<file path="src/design/uart_rx_pkg.sv">
// Shared constants and types for the receive error, interrupt and wake-up block.
package uart_rx_pkg;

  // Register byte offsets on the Avalon-MM bus.
  localparam logic [7:0] STATUS_OFS = 8'h00;
  localparam logic [7:0] CTRL1_OFS = 8'h04;
  localparam logic [7:0] CTRL2_OFS = 8'h08;
  localparam logic [7:0] DATA_OFS = 8'h0c;
  localparam logic [7:0] BAUD_OFS = 8'h10;

  // Status register bit positions.
  localparam int ST_TX_EMPTY = 0;
  localparam int ST_TX_IDLE = 1;
  localparam int ST_RX_AVAIL = 2;
  localparam int ST_RX_IDLE = 3;
  localparam int ST_FRAMING = 4;
  localparam int ST_OVERRUN = 5;
  localparam int ST_NOISE = 6;
  localparam int ST_PARITY = 7;

  // Control register one bit positions.
  localparam int C1_RX_BIT8 = 0;
  localparam int C1_TWO_STOP = 3;
  localparam int C1_PARITY_ODD = 4;
  localparam int C1_PARITY_EN = 5;
  localparam int C1_NINE_BIT = 6;
  localparam int C1_UART_EN = 7;

  // Control register two bit positions.
  localparam int C2_TX_EMPTY_IE = 1;
  localparam int C2_TX_IDLE_IE = 2;
  localparam int C2_RX_IE = 3;
  localparam int C2_RESUME_EN = 4;
  localparam int C2_ADDR_EN = 5;
  localparam int C2_RX_EN = 7;

  // Reset values of the writable registers.
  localparam logic [7:0] CTRL1_RST = 8'h00;
  localparam logic [7:0] CTRL2_RST = 8'h00;
  localparam logic [7:0] BAUD_RST = 8'h00;

  // Oversampling: sixteen sub-ticks per bit, majority of three mid samples.
  localparam logic [3:0] OS_SAMPLE_A = 4'h7;
  localparam logic [3:0] OS_SAMPLE_B = 4'h8;
  localparam logic [3:0] OS_DECIDE = 4'h9;
  localparam logic [3:0] OS_LAST = 4'hf;
  localparam logic [3:0] BITS_EIGHT = 4'h8;
  localparam logic [3:0] BITS_NINE = 4'h9;

  // Post-wake recovery interval, a least time rounded up to whole cycles.
  localparam int CLK_PERIOD_NS = 10;
  localparam int WAKE_RECOVERY_NS = 1000;
  localparam logic [7:0] WAKE_RECOVERY_CYCLES =
    8'((WAKE_RECOVERY_NS + CLK_PERIOD_NS - 1) / CLK_PERIOD_NS);

  typedef struct packed {
    logic read;
    logic write;
    logic [7:0] address;
    logic [31:0] writedata;
  } avmm_req_t;

  typedef struct packed {
    logic [31:0] readdata;
    logic waitrequest;
  } avmm_rsp_t;

  // One received word with the error flags that travel with it.
  typedef struct packed {
    logic ninth;
    logic framing;
    logic parity;
    logic noise;
    logic [7:0] data;
  } rx_word_t;

  typedef enum logic [2:0] {
    RX_IDLE,
    RX_START,
    RX_DATA,
    RX_PARITY,
    RX_STOP1,
    RX_STOP2
  } rx_phase_t;

  typedef struct packed {
    rx_word_t slot0;
    rx_word_t slot1;
    logic [1:0] count;
  } fifo_state_t;

  typedef struct packed {
    logic [7:0] ctrl1;
    logic [7:0] ctrl2;
    logic [7:0] baud;
    avmm_rsp_t rsp;
    logic read_had_word;
    logic irq_n;
    logic wake_req;
    rx_phase_t phase;
    logic [7:0] baud_cnt;
    logic [3:0] os_cnt;
    logic [3:0] bit_cnt;
    logic [8:0] shift;
    logic par_acc;
    logic samp_a;
    logic samp_b;
    logic noise_acc;
    logic stop_bad;
    logic overrun;
    logic status_armed;
    logic rx_prev;
    logic tx_empty_prev;
    logic tx_idle_prev;
    logic stopped_prev;
    logic wake_pending;
    logic [7:0] recov_cnt;
  } core_state_t;

endpackage

</file>
<file path="src/design/rx_word_buffer.sv">
// Two-entry receive word buffer with a registered head entry.
`timescale 1ns/1ps
`default_nettype none
module rx_word_buffer (
  input wire logic sys_clk,
  input wire logic sys_rst,
  input wire logic push,
  input wire logic pop,
  input wire uart_rx_pkg::rx_word_t wr_word,
  output uart_rx_pkg::rx_word_t head,
  output logic [1:0] count
);
  import uart_rx_pkg::*;

  fifo_state_t s_q;
  fifo_state_t s_d;

  // The caller never pushes into a full buffer; a pop on empty is ignored.
  always_comb begin
    s_d = s_q;
    if (pop && s_q.count != 2'd0) begin
      s_d.slot0 = s_q.slot1;
      s_d.count = s_q.count - 2'd1;
    end
    if (push) begin
      if (s_d.count == 2'd0) begin
        s_d.slot0 = wr_word;
      end else begin
        s_d.slot1 = wr_word;
      end
      s_d.count = s_d.count + 2'd1;
    end
  end

  always_ff @(posedge sys_clk) begin
    if (sys_rst) begin
      s_q <= '0;
    end else begin
      s_q <= s_d;
    end
  end

  assign head = s_q.slot0;
  assign count = s_q.count;

endmodule
`default_nettype wire

</file>
<file path="src/design/uart_rx_error_irq_wake.sv">
// Receiver, error flags, interrupt pulse and line wake-up of the serial port.
//
// Overview of operation
// - Two words buffered while third shifts in.
// - Overrun sets flag, keeps buffer, may interrupt.
// - Overrun clears by status read, data read.
// - Noise flag rises with available flag, no interrupt.
// - Noise clears by status read, data read.
// - Zero in any stop bit sets framing.
// - Framing stored with word, cleared by reset.
// - Parity error only when parity enabled, stored.
// - Interrupt is one low pulse, five sources.
// - Enables mask sources; receive pair shares one.
// - Address mode interrupts only on top bit one.
// - Without address mode every word interrupts.
// - Falling line edge while stopped requests wake-up.
// - Line data during recovery is discarded.
// - Wake interrupt needs both global enables.
// - Wake interrupt waits for recovery interval end.
// - Stopped clock freezes transfer, then resumes.
// - Stop instruction leaves all registers unchanged.
// - Status flags read-only, cleared by sequences or reset.
// - Nine-bit mode keeps top bit separately.
// - Available flag clears by status, data read.
`timescale 1ns/1ps
`default_nettype none
module uart_rx_error_irq_wake (
  input wire logic sys_clk,
  input wire logic sys_rst,
  input wire uart_rx_pkg::avmm_req_t bus_req,
  output uart_rx_pkg::avmm_rsp_t bus_rsp,
  input wire logic rx_pin,
  input wire logic tx_empty_flag,
  input wire logic tx_idle_flag,
  input wire logic source_clock_stopped,
  input wire logic stop_instruction,
  input wire logic global_irq_enable,
  input wire logic uart_irq_enable,
  output logic irq_n,
  output logic wake_req
);
  import uart_rx_pkg::*;

  core_state_t s_q;
  core_state_t s_d;
  rx_word_t head;
  rx_word_t new_word;
  logic [1:0] fifo_count;
  logic fifo_empty;
  logic fifo_full;
  logic push;
  logic pop;
  logic overrun_evt;
  logic rx_irq_evt;
  logic wake_fire;
  logic accept;
  logic bit_val;
  logic bit_noisy;
  logic rx_on;
  logic frame_done;
  logic wake_armed;
  logic [7:0] status_val;
  logic [3:0] nbits;

  assign fifo_empty = (fifo_count == 2'd0);
  assign fifo_full = (fifo_count == 2'd2);

  ////////////////////////////////////////////////////////////////////////////
  // Receive buffer.

  rx_word_buffer u_buffer (
    .sys_clk(sys_clk),
    .sys_rst(sys_rst),
    .push(push),
    .pop(pop),
    .wr_word(new_word),
    .head(head),
    .count(fifo_count)
  );

  ////////////////////////////////////////////////////////////////////////////
  // Next-state logic for the whole block.

  // The stop instruction itself touches no register; only the clock-stop input freezes logic.
  always_comb begin
    s_d = s_q;
    push = 1'b0;
    pop = 1'b0;
    overrun_evt = 1'b0;
    rx_irq_evt = 1'b0;
    wake_fire = 1'b0;
    frame_done = 1'b0;
    new_word = '0;
    bit_val = 1'b0;
    bit_noisy = 1'b0;
    nbits = s_q.ctrl1[C1_NINE_BIT] ? BITS_NINE : BITS_EIGHT;
    rx_on = s_q.ctrl1[C1_UART_EN] && s_q.ctrl2[C2_RX_EN];
    accept = (bus_req.read || bus_req.write) && !s_q.rsp.waitrequest;
    wake_armed = s_q.ctrl2[C2_RESUME_EN] && s_q.ctrl1[C1_UART_EN] && s_q.ctrl2[C2_RX_EN] &&
                 s_q.ctrl2[C2_RX_IE];
    status_val = '0;
    status_val[ST_TX_EMPTY] = tx_empty_flag;
    status_val[ST_TX_IDLE] = tx_idle_flag;
    status_val[ST_RX_AVAIL] = !fifo_empty;
    status_val[ST_RX_IDLE] = (s_q.phase == RX_IDLE);
    status_val[ST_FRAMING] = !fifo_empty && head.framing;
    status_val[ST_OVERRUN] = s_q.overrun;
    status_val[ST_NOISE] = !fifo_empty && head.noise;
    status_val[ST_PARITY] = !fifo_empty && head.parity;

    // Bus slave: one wait cycle, read data prepared while waitrequest is high.
    s_d.rsp.waitrequest = 1'b1;
    if ((bus_req.read || bus_req.write) && s_q.rsp.waitrequest) begin
      s_d.rsp.waitrequest = 1'b0;
      s_d.read_had_word = !fifo_empty;
      s_d.rsp.readdata = '0;
      if (bus_req.address == STATUS_OFS) begin
        s_d.rsp.readdata[7:0] = status_val;
      end else if (bus_req.address == CTRL1_OFS) begin
        s_d.rsp.readdata[7:0] = {s_q.ctrl1[7:1], head.ninth};
      end else if (bus_req.address == CTRL2_OFS) begin
        s_d.rsp.readdata[7:0] = s_q.ctrl2;
      end else if (bus_req.address == DATA_OFS) begin
        s_d.rsp.readdata[7:0] = head.data;
      end else if (bus_req.address == BAUD_OFS) begin
        s_d.rsp.readdata[7:0] = s_q.baud;
      end
    end

    // Side effects take place on the edge that completes the transfer.
    if (accept && bus_req.write) begin
      if (bus_req.address == CTRL1_OFS) begin
        s_d.ctrl1 = {bus_req.writedata[7:1], 1'b0};
      end else if (bus_req.address == CTRL2_OFS) begin
        s_d.ctrl2 = bus_req.writedata[7:0];
      end else if (bus_req.address == BAUD_OFS) begin
        s_d.baud = bus_req.writedata[7:0];
      end
    end
    if (accept && bus_req.read) begin
      if (bus_req.address == STATUS_OFS) begin
        s_d.status_armed = 1'b1;
      end else if (bus_req.address == DATA_OFS && s_q.status_armed) begin
        // A plain data read without the status access clears nothing.
        s_d.status_armed = 1'b0;
        s_d.overrun = 1'b0;
        pop = s_q.read_had_word;
      end
    end

    // Receiver; frozen while the source clock is stopped, unless recovering from a wake.
    if (s_q.recov_cnt != 8'd0) begin
      s_d.phase = RX_IDLE;
      s_d.recov_cnt = s_q.recov_cnt - 8'd1;
      if (s_q.recov_cnt == 8'd1 && s_q.wake_pending) begin
        s_d.wake_pending = 1'b0;
        wake_fire = global_irq_enable && uart_irq_enable;
      end
    end else if (source_clock_stopped) begin
      s_d.phase = s_q.phase;
    end else if (!rx_on) begin
      s_d.phase = RX_IDLE;
      s_d.baud_cnt = '0;
    end else if (s_q.baud_cnt != s_q.baud) begin
      s_d.baud_cnt = s_q.baud_cnt + 8'd1;
    end else begin
      s_d.baud_cnt = '0;
      bit_val = (s_q.samp_a && s_q.samp_b) || (s_q.samp_a && rx_pin) || (s_q.samp_b && rx_pin);
      bit_noisy = !(s_q.samp_a == s_q.samp_b && s_q.samp_b == rx_pin);
      if (s_q.phase == RX_IDLE) begin
        if (!rx_pin) begin
          s_d.phase = RX_START;
          s_d.os_cnt = 4'h1;
          s_d.bit_cnt = '0;
          s_d.noise_acc = 1'b0;
          s_d.stop_bad = 1'b0;
          s_d.par_acc = 1'b0;
        end
      end else begin
        s_d.os_cnt = s_q.os_cnt + 4'h1;
        if (s_q.os_cnt == OS_SAMPLE_A) begin
          s_d.samp_a = rx_pin;
        end
        if (s_q.os_cnt == OS_SAMPLE_B) begin
          s_d.samp_b = rx_pin;
        end
        if (s_q.os_cnt == OS_DECIDE) begin
          s_d.noise_acc = s_q.noise_acc || bit_noisy;
          case (s_q.phase)
            RX_START: begin
              if (bit_val) begin
                s_d.phase = RX_IDLE;
              end
            end
            RX_DATA: begin
              s_d.shift = {bit_val, s_q.shift[8:1]};
              s_d.par_acc = s_q.par_acc ^ bit_val;
            end
            RX_PARITY: begin
              s_d.par_acc = s_q.par_acc ^ bit_val;
            end
            RX_STOP1: begin
              s_d.stop_bad = !bit_val;
              frame_done = !s_q.ctrl1[C1_TWO_STOP];
            end
            RX_STOP2: begin
              s_d.stop_bad = s_q.stop_bad || !bit_val;
              frame_done = 1'b1;
            end
            default: begin
              s_d.phase = RX_IDLE;
            end
          endcase
        end
        if (s_q.os_cnt == OS_LAST) begin
          case (s_q.phase)
            RX_START: begin
              s_d.phase = RX_DATA;
            end
            RX_DATA: begin
              s_d.bit_cnt = s_q.bit_cnt + 4'h1;
              if (s_q.bit_cnt == nbits - 4'h1) begin
                s_d.phase = s_q.ctrl1[C1_PARITY_EN] ? RX_PARITY : RX_STOP1;
              end
            end
            RX_PARITY: begin
              s_d.phase = RX_STOP1;
            end
            RX_STOP1: begin
              s_d.phase = RX_STOP2;
            end
            default: begin
              s_d.phase = RX_IDLE;
            end
          endcase
        end
      end
    end

    // Word completion: the top received bit sits in shift[8] for both lengths.
    if (frame_done) begin
      s_d.phase = RX_IDLE;
      new_word.ninth = s_q.ctrl1[C1_NINE_BIT] && s_q.shift[8];
      new_word.data = s_q.ctrl1[C1_NINE_BIT] ? s_q.shift[7:0] : s_q.shift[8:1];
      new_word.framing = s_d.stop_bad;
      new_word.parity = s_q.ctrl1[C1_PARITY_EN] && (s_q.par_acc != s_q.ctrl1[C1_PARITY_ODD]);
      new_word.noise = s_d.noise_acc;
      if (fifo_full) begin
        overrun_evt = 1'b1;
      end else begin
        push = 1'b1;
        rx_irq_evt = s_q.ctrl2[C2_RX_IE] &&
                     (!s_q.ctrl2[C2_ADDR_EN] || s_q.shift[8]);
      end
    end
    // A new overrun wins over a clearing read in the same cycle.
    if (overrun_evt) begin
      s_d.overrun = 1'b1;
    end

    // Line-pin wake-up while the source clock is stopped.
    s_d.rx_prev = rx_pin;
    s_d.stopped_prev = source_clock_stopped;
    s_d.wake_req = 1'b0;
    if (source_clock_stopped && wake_armed && s_q.rx_prev && !rx_pin) begin
      s_d.wake_req = 1'b1;
      s_d.wake_pending = 1'b1;
    end
    if (s_q.stopped_prev && !source_clock_stopped && s_q.wake_pending) begin
      s_d.recov_cnt = WAKE_RECOVERY_CYCLES;
    end

    // Interrupt: one low pulse for any enabled source.
    s_d.tx_empty_prev = tx_empty_flag;
    s_d.tx_idle_prev = tx_idle_flag;
    s_d.irq_n = !(rx_irq_evt ||
                  (overrun_evt && s_q.ctrl2[C2_RX_IE]) ||
                  (tx_empty_flag && !s_q.tx_empty_prev && s_q.ctrl2[C2_TX_EMPTY_IE]) ||
                  (tx_idle_flag && !s_q.tx_idle_prev && s_q.ctrl2[C2_TX_IDLE_IE]) ||
                  wake_fire);
  end

  ////////////////////////////////////////////////////////////////////////////
  // State register.

  always_ff @(posedge sys_clk) begin
    if (sys_rst) begin
      s_q <= '0;
      s_q.ctrl1 <= CTRL1_RST;
      s_q.ctrl2 <= CTRL2_RST;
      s_q.baud <= BAUD_RST;
      s_q.rsp.waitrequest <= 1'b1;
      s_q.irq_n <= 1'b1;
      s_q.rx_prev <= 1'b1;
    end else begin
      s_q <= s_d;
    end
  end

  assign bus_rsp = s_q.rsp;
  assign irq_n = s_q.irq_n;
  assign wake_req = s_q.wake_req;
endmodule
`default_nettype wire

</file>
<file path="config.mk">
export PLATFORM = sky130hd
export DESIGN_NAME = uart_rx_error_irq_wake
export DESIGN_NICKNAME = d
export VERILOG_FILES = /design/src/design/uart_rx_pkg.sv /design/src/design/rx_word_buffer.sv /design/src/design/uart_rx_error_irq_wake.sv
export SDC_FILE = /design/constraint.sdc
export NUM_CORES = 1
export LEC_CHECK = 0
export ABC_CLOCK_PERIOD_IN_PS = 5400
export BUFFER_PORTS_ARGS = -buffer_cell sky130_fd_sc_hd__buf_2
export CORE_ASPECT_RATIO = 0.8
export CORE_MARGIN = 2
export CORE_UTILIZATION = 42
export DETAILED_ROUTE_END_ITERATION = 16
export HOLD_SLACK_MARGIN = 0.1
export SLEW_MARGIN = 20
export SYNTH_ARGS = -nofsm -noshare
export SYNTH_HDL_FRONTEND = slang
export SYNTH_HIERARCHICAL = 1
export SYNTH_SLANG_ARGS = --single-unit
</file>
<file path="constraint.sdc">
create_clock -name sys_clk -period 5.4 [get_ports sys_clk]
set_clock_uncertainty 0.2 [all_clocks]
set_input_delay 0.81 -clock sys_clk [delete_from_list [all_inputs] [get_ports sys_clk]]
set_output_delay 0.81 -clock sys_clk [all_outputs]
set_load 0.01 [all_outputs]
</file>
==> results.yml, run 1 <==
job:
  max_cap_violations: 0
floorplan:
  die_w_um: 136.0
  rows: 38
  core_um2: 13600
  die_h_um: 109.6
  start_util: 0.4304
  ios: 86
  dieArea_um2: 14900
clocking:
  insertion_delay_ns: 0.35
  cts_root_buf: "clkbuf_16"
  hold_buffers: 0
  h-tree-depth: 3
  cts_sinks: 109
  cts_buffer_depth: 2
  cts_tree: "done"
  cts_resized: 0
  path_clk_slew_ns: 0.07
  numCtsBuffers: 9
  post-cts-setup-buffer-count: 0
finish:
  final_cell_mix: "dfxtp_1, nand2_1, a21oi_1, nor2_1, mux2i_1"
  design_area_um2: 6127
  diodes: 0
  fin_util: 0.4506
  nFillCells: 1332
  final_nets: 757
  syn_to_final_growth_pct: 4.682
  drive_gt1_frac: 0.1071
  layout_commonest_cell: "dfxtp_1"
detailed_routing:
  vias_per_cell: 5.735
  dr.first_iter.drc_count: 465
  ant_nets: 0
  first_pass_iters: 5
  drc_errors: 0
  vias: 5047
  wl_per_cell_um: 16.70
  wl_mm: 14.70
logic_synthesis:
  yosysTopAreaCell: "dfxtp_1"
  ys_seq_elements: 109
  ys_warn_count: 6
  synth-async-reset-ratio: 0
  netlist-cell-type-count: 67
  synth-edff-count: 0
  syn_area_um2: 5853
  synth_cells: 710
  seq_area_frac_synth: 0.3728
  synth_top_area_frac: 0.3728
  yosys-top-cells-area: "dfxtp_1, mux2i_1, buf_4"
  synth_area_per_cell_um2: 8.244
  synthFlopType: "dfxtp_1"
outcome:
  status: "finished clean"
worst_setup_path:
  path_class: "flop to flop"
  critPathRequiredTime_ns: 5.39
  cp-start-kind: "flop"
  path_max_fanout: 24
  endpoint_kind: "flop"
  crit_arrival_ns: 4.17
power_and_ir_drop:
  p_leak_nw: 2.333
  power_density_nw_per_um2: 283.0
  peakVddDrop_uv: 153.4
global_routing:
  grt_pass1_wl_mm: 23.65
  grt_overflow: 0
  antenna_found_initial: 0
  grt_max_degree: 46
  grt_pass1_vias: 4482
  grtUsageTotal: 0.2030
sta:
  tightest_slew_ns: 0.9656
  hold_viol: 0
  rsz0062_at_grt: "no"
  max_freq_mhz: 239.2
  min_period_ns: 4.180
  maxSlewHeadroom: 0.3563
  period_share: 0.7741
  hold_slack_ns: 0.2549
  tns_ns: 0
  final-setup-viol-count: 0
  final_max_slew_viol_count: 0
placement:
  dp_hpwl_mm: 10.53
  gp_congestion: 0.8376
  port_buffers: 36
  postPlaceCellArea_um2: 5827
hold_path:
  hold_path.class: "flop to flop"
## per-layer routing
| layer | GRT usage | up-vias | share of wire |
|---|---|---|---|
| met5 | 0 | - | 0 |
| li1 | - | 2453 | - |
| met1 | 0.2875 | 2410 | 0.49 |
| met2 | 0.3157 | 168 | 0.44 |
| met4 | 0.05357 | 0 | 0.011 |
| met3 | 0.04103 | 16 | 0.062 |
## registers in the layout, indices dropped and copies added (netlist names)
| name | flops |
|---|---|
| s_q | 72 |
| u_buffer/s_q | 12 |
| u_buffer/head | 12 |
| bus_rsp | 9 |
| u_buffer/count | 2 |
| wake_req | 1 |
| irq_n | 1 |
## area by class of cell
cell class	count	area [um2]	share of cell area
Clock buffer	11	242.7	0.03962
Clock inverter	5	57.56	0.009394
Inverter	11	41.29	0.006739
Multi-Input combinational cell	521	3146	0.5134
Sequential cell	109	2182	0.3561
Tap cell	180	225.2	0.03676
Timing Repair Buffer	43	232.7	0.03798
## cell families (layout without fill, tap and decap cells)
group / after synthesis / in the layout / synth area share
multiplexers: 41 / 41 / 0.07033
flip-flops: 109 / 109 / 0.3728
other: 1 / 24 / 0.0006407
AND/OR/NAND/NOR: 271 / 271 / 0.2328
XOR/XNOR: 13 / 13 / 0.02074
adder cells (fa/ha/maj): 11 / 11 / 0.02351
AO/OA/AOI/OAI: 161 / 161 / 0.1746
buffers and inverters: 103 / 70 / 0.1045
## Yosys cell counts (all sizes together), types with 6 or more instances
library cell	n
o21ai	27
a311oi	6
nor2b	10
xnor2	11
nor3	10
nand3	36
or4	6
a21oi	60
nand2	82
a31oi	7
inv	11
nor4	8
mux2i	40
or3	9
nand2b	10
buf	56
a211oi	19
clkbuf	36
o31ai	9
ha	11
and3	9
dfxtp	109
nor2	56
nand4	8
## worst max-delay path, cell delays in order, from the launching register on
cell	delay, ns
dfxtp_1	0.35
inv_1	0.09
ha_1	0.22
or3b_1	0.45
or3_2	0.53
nor4_1	0.29
buf_4	0.23
nand2_1	0.28
nor2_1	0.46
nand2_1	0.58
nor2_1	0.26
a211oi_1	0.08
## worst paths after layout
check,startpoint,to,slack [ns],cells past startpoint
max,s_q[0],u_buffer/head[5],1.22,11
min,u_buffer/s_q[6],u_buffer/s_q[6],0.25,2
max reg2reg,s_q[0],u_buffer/head[5],1.22,11
min reg2reg,u_buffer/s_q[6],u_buffer/s_q[6],0.25,2
## where the power goes
group / total, mW / switching, mW / internal, mW
registers: 0.851 / 0.0233 / 0.828
logic: 0.210 / 0.130 / 0.0792
clock network: 0.673 / 0.299 / 0.374
total: 1.73 / 0.453 / 1.28
## through the flow
stage	instances	setup WS [ns]	power, mW
6_report	880	1.220	1.734
5_1_grt	880	0.8005	1.813
4_1_cts	880	1.207	1.751
3_5_place_dp	864	1.225	1.076
3_3_place_gp	864	1.369	1.067
2_1_floorplan	733	1.753	1.035
Note: power is estimated with default switching activity, not from simulation.
==> run 2, diff against run 1 <==
--- a/config.mk
+++ b/config.mk
@@ -5,7 +5,7 @@
 export SDC_FILE = /design/constraint.sdc
 export NUM_CORES = 1
 export LEC_CHECK = 0
-export ABC_CLOCK_PERIOD_IN_PS = 5400
+export ABC_CLOCK_PERIOD_IN_PS = 3950
 export BUFFER_PORTS_ARGS = -buffer_cell sky130_fd_sc_hd__buf_2
 export CORE_ASPECT_RATIO = 0.8
 export CORE_MARGIN = 2
==> constraint.sdc (replaced) <==
create_clock -name sys_clk -period 3.95 [get_ports sys_clk]
set_clock_uncertainty 0.2 [all_clocks]
set_input_delay 0.5925 -clock sys_clk [delete_from_list [all_inputs] [get_ports sys_clk]]
set_output_delay 0.5925 -clock sys_clk [all_outputs]
set_load 0.01 [all_outputs]
==> results.yml, run 2 (synthesis gave the netlist of run 1 again) <==
placement:
  gp_congestion: 0.8333
  port_buffers: 36
  postPlaceCellArea_um2: 5872
  dp_hpwl_mm: 10.65
worst_setup_path:
  endpoint_kind: "flop"
  path_max_fanout: 12
  crit_arrival_ns: 3.69
  cp-start-kind: "flop"
  path_class: "flop to flop"
  r2r_slack_ns: 0.36
  critPathRequiredTime_ns: 4.04
sta:
  maxSlewHeadroom: 0.4381
  period_share: 0.9098
  rsz0062_at_grt: "no"
  tns_ns: 0
  max_freq_mhz: 278.3
  final-setup-viol-count: 0
  hold_viol: 0
  final_max_slew_viol_count: 0
  tightest_slew_ns: 0.8419
  min_period_ns: 3.594
global_routing:
  grt_pass1_wl_mm: 23.99
  grt_use_met2: 0.3200
  top_usage_layer: "met2"
  grt_pass1_vias: 4496
  met3_usage: 0.03550
  antenna_found_initial: 0
  grt_overflow: 0
  grtUsageTotal: 0.2066
  grt_max_degree: 52
  gr-usage-met1: 0.2936
finish:
  largest_reg_flops: 72
  syn_to_final_growth_pct: 5.344
  drive_gt1_frac: 0.1190
  final_cell_mix: "dfxtp_1, nand2_1, a21oi_1, nor2_1, mux2i_1"
  layout_commonest_cell: "dfxtp_1"
  final_nets: 763
  nFillCells: 1354
  diodes: 0
  design_area_um2: 6166
  regArea_um2: 2182
  largest_register: "s_q"
  multi_input_area_um2: 3149
hold_path:
  hold_path.class: "flop to flop"
detailed_routing:
  drc_errors: 0
  first_pass_iters: 4
  ant_nets: 0
  vias: 5073
  wl_mm: 14.98
  vias_per_cell: 5.726
  dr.first_iter.drc_count: 450
  wl_per_cell_um: 16.91
clocking:
  cts_resized: 0
  h-tree-depth: 3
  post-cts-setup-buffer-count: 0
  cts_buffer_depth: 2
  cts_root_buf: "clkbuf_16"
  cts_sinks: 109
  insertion_delay_ns: 0.36
  cts_tree: "done"
  numCtsBuffers: 9
  path_clk_slew_ns: 0.08
  hold_buffers: 0
power_and_ir_drop:
  peakVddDrop_uv: 237.3
  p_total_mw: 2.377
  p_leak_nw: 2.353
  power_density_nw_per_um2: 385.5
floorplan:
  core_um2: 13600
  ios: 86
  dieArea_um2: 14900
  die_w_um: 136.0
  start_util: 0.4304
  rows: 38
  die_h_um: 109.6
job:
  max_cap_violations: 0
outcome:
  status: "finished clean"
run 2: final cells by class:
class / instances / area share
sequential: 109 / 0.3539
tap: 180 / 0.03653
clock buffer: 9 / 0.03653
clock inverter: 7 / 0.01055
timing repair buffer: 49 / 0.04505
inverter: 11 / 0.006696
multi-input combinational: 521 / 0.5108
run 2: power breakdown:
part	internal, mW	total, mW	switching (mW)	leakage (nW)
Combinational	0.113	0.297	0.184	1.33
Sequential	1.13	1.17	0.0353	0.881
Clock	0.445	0.914	0.469	0.140
Total	1.69	2.38	0.688	2.35
run 2: worst max-delay path, stage by stage, from the launching register on:
cell	delay [ns]
dfxtp_1	0.36
inv_1	0.10
ha_1	0.23
or3b_1	0.45
or3_2	0.52
nor4_1	0.42
nand2_1	0.20
nor2_1	0.42
and2b_2	0.39
nand2_1	0.10
a21oi_1	0.13
run 2: per-stage QoR:
stage            util  setup slack, ns  std cells  hold slack (ns)
2_1_floorplan       -           0.3999        733           0.2323
3_3_place_gp   0.4318           0.3660        870           0.2415
3_5_place_dp   0.4318           0.2915        870           0.2463
4_1_cts        0.4532           0.2667        886           0.2572
5_1_grt        0.4534          0.01747        886           0.2808
6_report       0.4534           0.3563        886           0.2589
run 2: path summary, 6_finish.rpt:
kind / from / end / cells past startpoint
setup / recovery: s_q[0] / u_buffer/s_q[4] / 10
setup reg to reg: s_q[0] / u_buffer/s_q[4] / 10
hold / removal: u_buffer/s_q[3] / u_buffer/s_q[3] / 2
hold reg to reg: u_buffer/s_q[3] / u_buffer/s_q[3] / 2
run 2: per-layer routing:
| layer | up-vias | part of all wire |
|---|---|---|
| li1 | 2463 | - |
| met1 | 2427 | 0.49 |
| met2 | 163 | 0.44 |
| met3 | 20 | 0.053 |
| met4 | 0 | 0.016 |
| met5 | - | 0 |
==> run 3, diff against run 2 <==
--- a/config.mk
+++ b/config.mk
@@ -10,8 +10,11 @@
 export CORE_ASPECT_RATIO = 0.8
 export CORE_MARGIN = 2
 export CORE_UTILIZATION = 42
+export CTS_CLUSTER_DIAMETER = 60
 export DETAILED_ROUTE_END_ITERATION = 16
+export GPL_TIMING_DRIVEN = 0
 export HOLD_SLACK_MARGIN = 0.1
+export RECOVER_POWER = 50
 export SLEW_MARGIN = 20
 export SYNTH_ARGS = -nofsm -noshare
 export SYNTH_HDL_FRONTEND = slang
==> results.yml, run 3 (synthesis gave the netlist of run 1 again) <==
sta:
  tightest_slew_ns: 0.8893
  final_max_slew_viol_count: 0
  rsz0062_at_grt: "no"
  worst_slack_ns: 0.3206
  hold_viol: 0
  min_period_ns: 3.629
  max_freq_mhz: 275.5
  maxSlewHeadroom: 0.4026
  final-setup-viol-count: 0
  period_share: 0.9188
placement:
  port_buffers: 35
  postPlaceCellArea_um2: 6346
  dp_hpwl_mm: 12.42
  place_ws_ns: -0.5251
  gp_congestion: 0.8939
detailed_routing:
  drc_errors: 0
  wl_per_cell_um: 17.11
  dr.first_iter.drc_count: 570
  vias: 5430
  ant_nets: 0
  vias_per_cell: 5.615
  wl_mm: 16.54
  first_pass_iters: 7
worst_setup_path:
  crit_arrival_ns: 3.65
  endpoint_kind: "flop"
  cp-start-kind: "flop"
  path_class: "flop to flop"
  path_max_fanout: 10
  critPathRequiredTime_ns: 3.97
clocking:
  cts_buffer_depth: 2
  hold_buffers: 0
  numCtsBuffers: 9
  cts_sinks: 109
  cts_root_buf: "clkbuf_16"
  cts_tree: "done"
  path_clk_slew_ns: 0.08
  h-tree-depth: 3
  insertion_delay_ns: 0.36
global_routing:
  grt_overflow: 0
  antenna_found_initial: 0
  grt_pass1_vias: 4919
  grtUsageTotal: 0.2281
  grt_max_degree: 20
  grt_pass1_wl_mm: 26.03
power_and_ir_drop:
  combPwrFrac: 0.132
  power_density_nw_per_um2: 363.6
  internal-power_mw: 1.758
  pwr-share-clk: 0.389
  swShare: 0.2761
  p_leak_nw: 2.605
  peakVddDrop_uv: 215.8
  switchingPower_mw: 0.6707
  p_seq_frac: 0.479
finish:
  diodes: 0
  syn_to_final_growth_pct: 14.11
  drive_gt1_frac: 0.1487
  regArea_um2: 2182
  multi_input_area_um2: 3172
  design_area_um2: 6679
  largest_reg_flops: 72
  fin_util: 0.4912
  final_cell_mix: "dfxtp_1, nand2_1, a21oi_1, nor2_1, buf_4"
  nFillCells: 1370
  final_nets: 844
  largest_register: "s_q"
  layout_commonest_cell: "dfxtp_1"
outcome:
  status: "finished clean"
floorplan:
  die_w_um: 136.0
  rows: 38
  die_h_um: 109.6
  ios: 86
  core_um2: 13600
  dieArea_um2: 14900
  start_util: 0.4304
hold_path:
  hold_path.class: "flop to flop"
job:
  max_cap_violations: 0
run 3: cell count changes in the layout (fill, tap and decap cells not counted), moves of 3 or more:
cell / before / now
clkbuf_4: 0 / 3
clkbuf_1: 0 / 47
buf_4: 13 / 48
buf_2: 36 / 28
run 3: critical path, stage by stage (launching register included):
cell and delay (ns):
dfxtp_1 0.35, inv_1 0.09, ha_1 0.22, or3b_1 0.46, or3_2 0.54, nor4_4 0.14
buf_4 0.19, nand2_1 0.06, buf_2 0.22, nor2_1 0.34, nand2b_1 0.16, clkbuf_1 0.29
nand2_1 0.15, a21oi_1 0.07
run 3: per-stage QoR:
stage	setup TNS, ns	instances	hold WS [ns]	power [mW]
CTS	0	964	0.2567	2.448
global route	0	967	0.2741	2.532
finish	0	967	0.2579	2.429
floorplan	0	733	0.2323	1.415
detailed placement	-9.651	948	0.2458	1.506
global placement	-12.37	948	0.2434	1.492
run 3: power by group through the flow:
| stage | Combinational, mW | Clock [mW] | Sequential (mW) |
|---|---|---|---|
| 4_1_cts | 0.320 | 0.965 | 1.16 |
| 3_5_place_dp | 0.317 | 0 | 1.19 |
| 5_1_grt | 0.362 | 1.00 | 1.17 |
| 3_3_place_gp | 0.306 | 0 | 1.19 |
| 2_1_floorplan | 0.234 | 0 | 1.18 |
| 6_report | 0.322 | 0.944 | 1.16 |
run 3: final timing paths:
path	from	to	slack, ns	cells after the start
hold reg to reg	u_buffer/s_q[3]	u_buffer/s_q[3]	0.26	2
setup reg to reg	s_q[0]	u_buffer/s_q[12]	0.32	13
setup / recovery	s_q[0]	u_buffer/s_q[12]	0.32	13
hold / removal	u_buffer/s_q[3]	u_buffer/s_q[3]	0.26	2
run 3: repair_timing:
item	4_1_cts	5_1_grt
endpoints found under the hold margin	0	0
pin swaps	0	1
resized for setup	2	1
buffers inserted	0	3
endpoints found under the setup margin	22	22
run 3: layer usage:
layer,part of all wire,global-route usage
met5,0,0
met2,0.44,0.3593
met4,0.017,0.06994
met1,0.47,0.3137
met3,0.077,0.04979
run 3: cell type report:
cell class | count | share of cell area
plain buffers | 92 | 0.08543
repair buffers | 38 | 0.02754
multi-input cells | 521 | 0.4749
clock buffers | 9 | 0.03372
flip-flops and latches | 109 | 0.3267
clock inverters | 7 | 0.01180
well taps | 180 | 0.03372
inverters | 11 | 0.006182
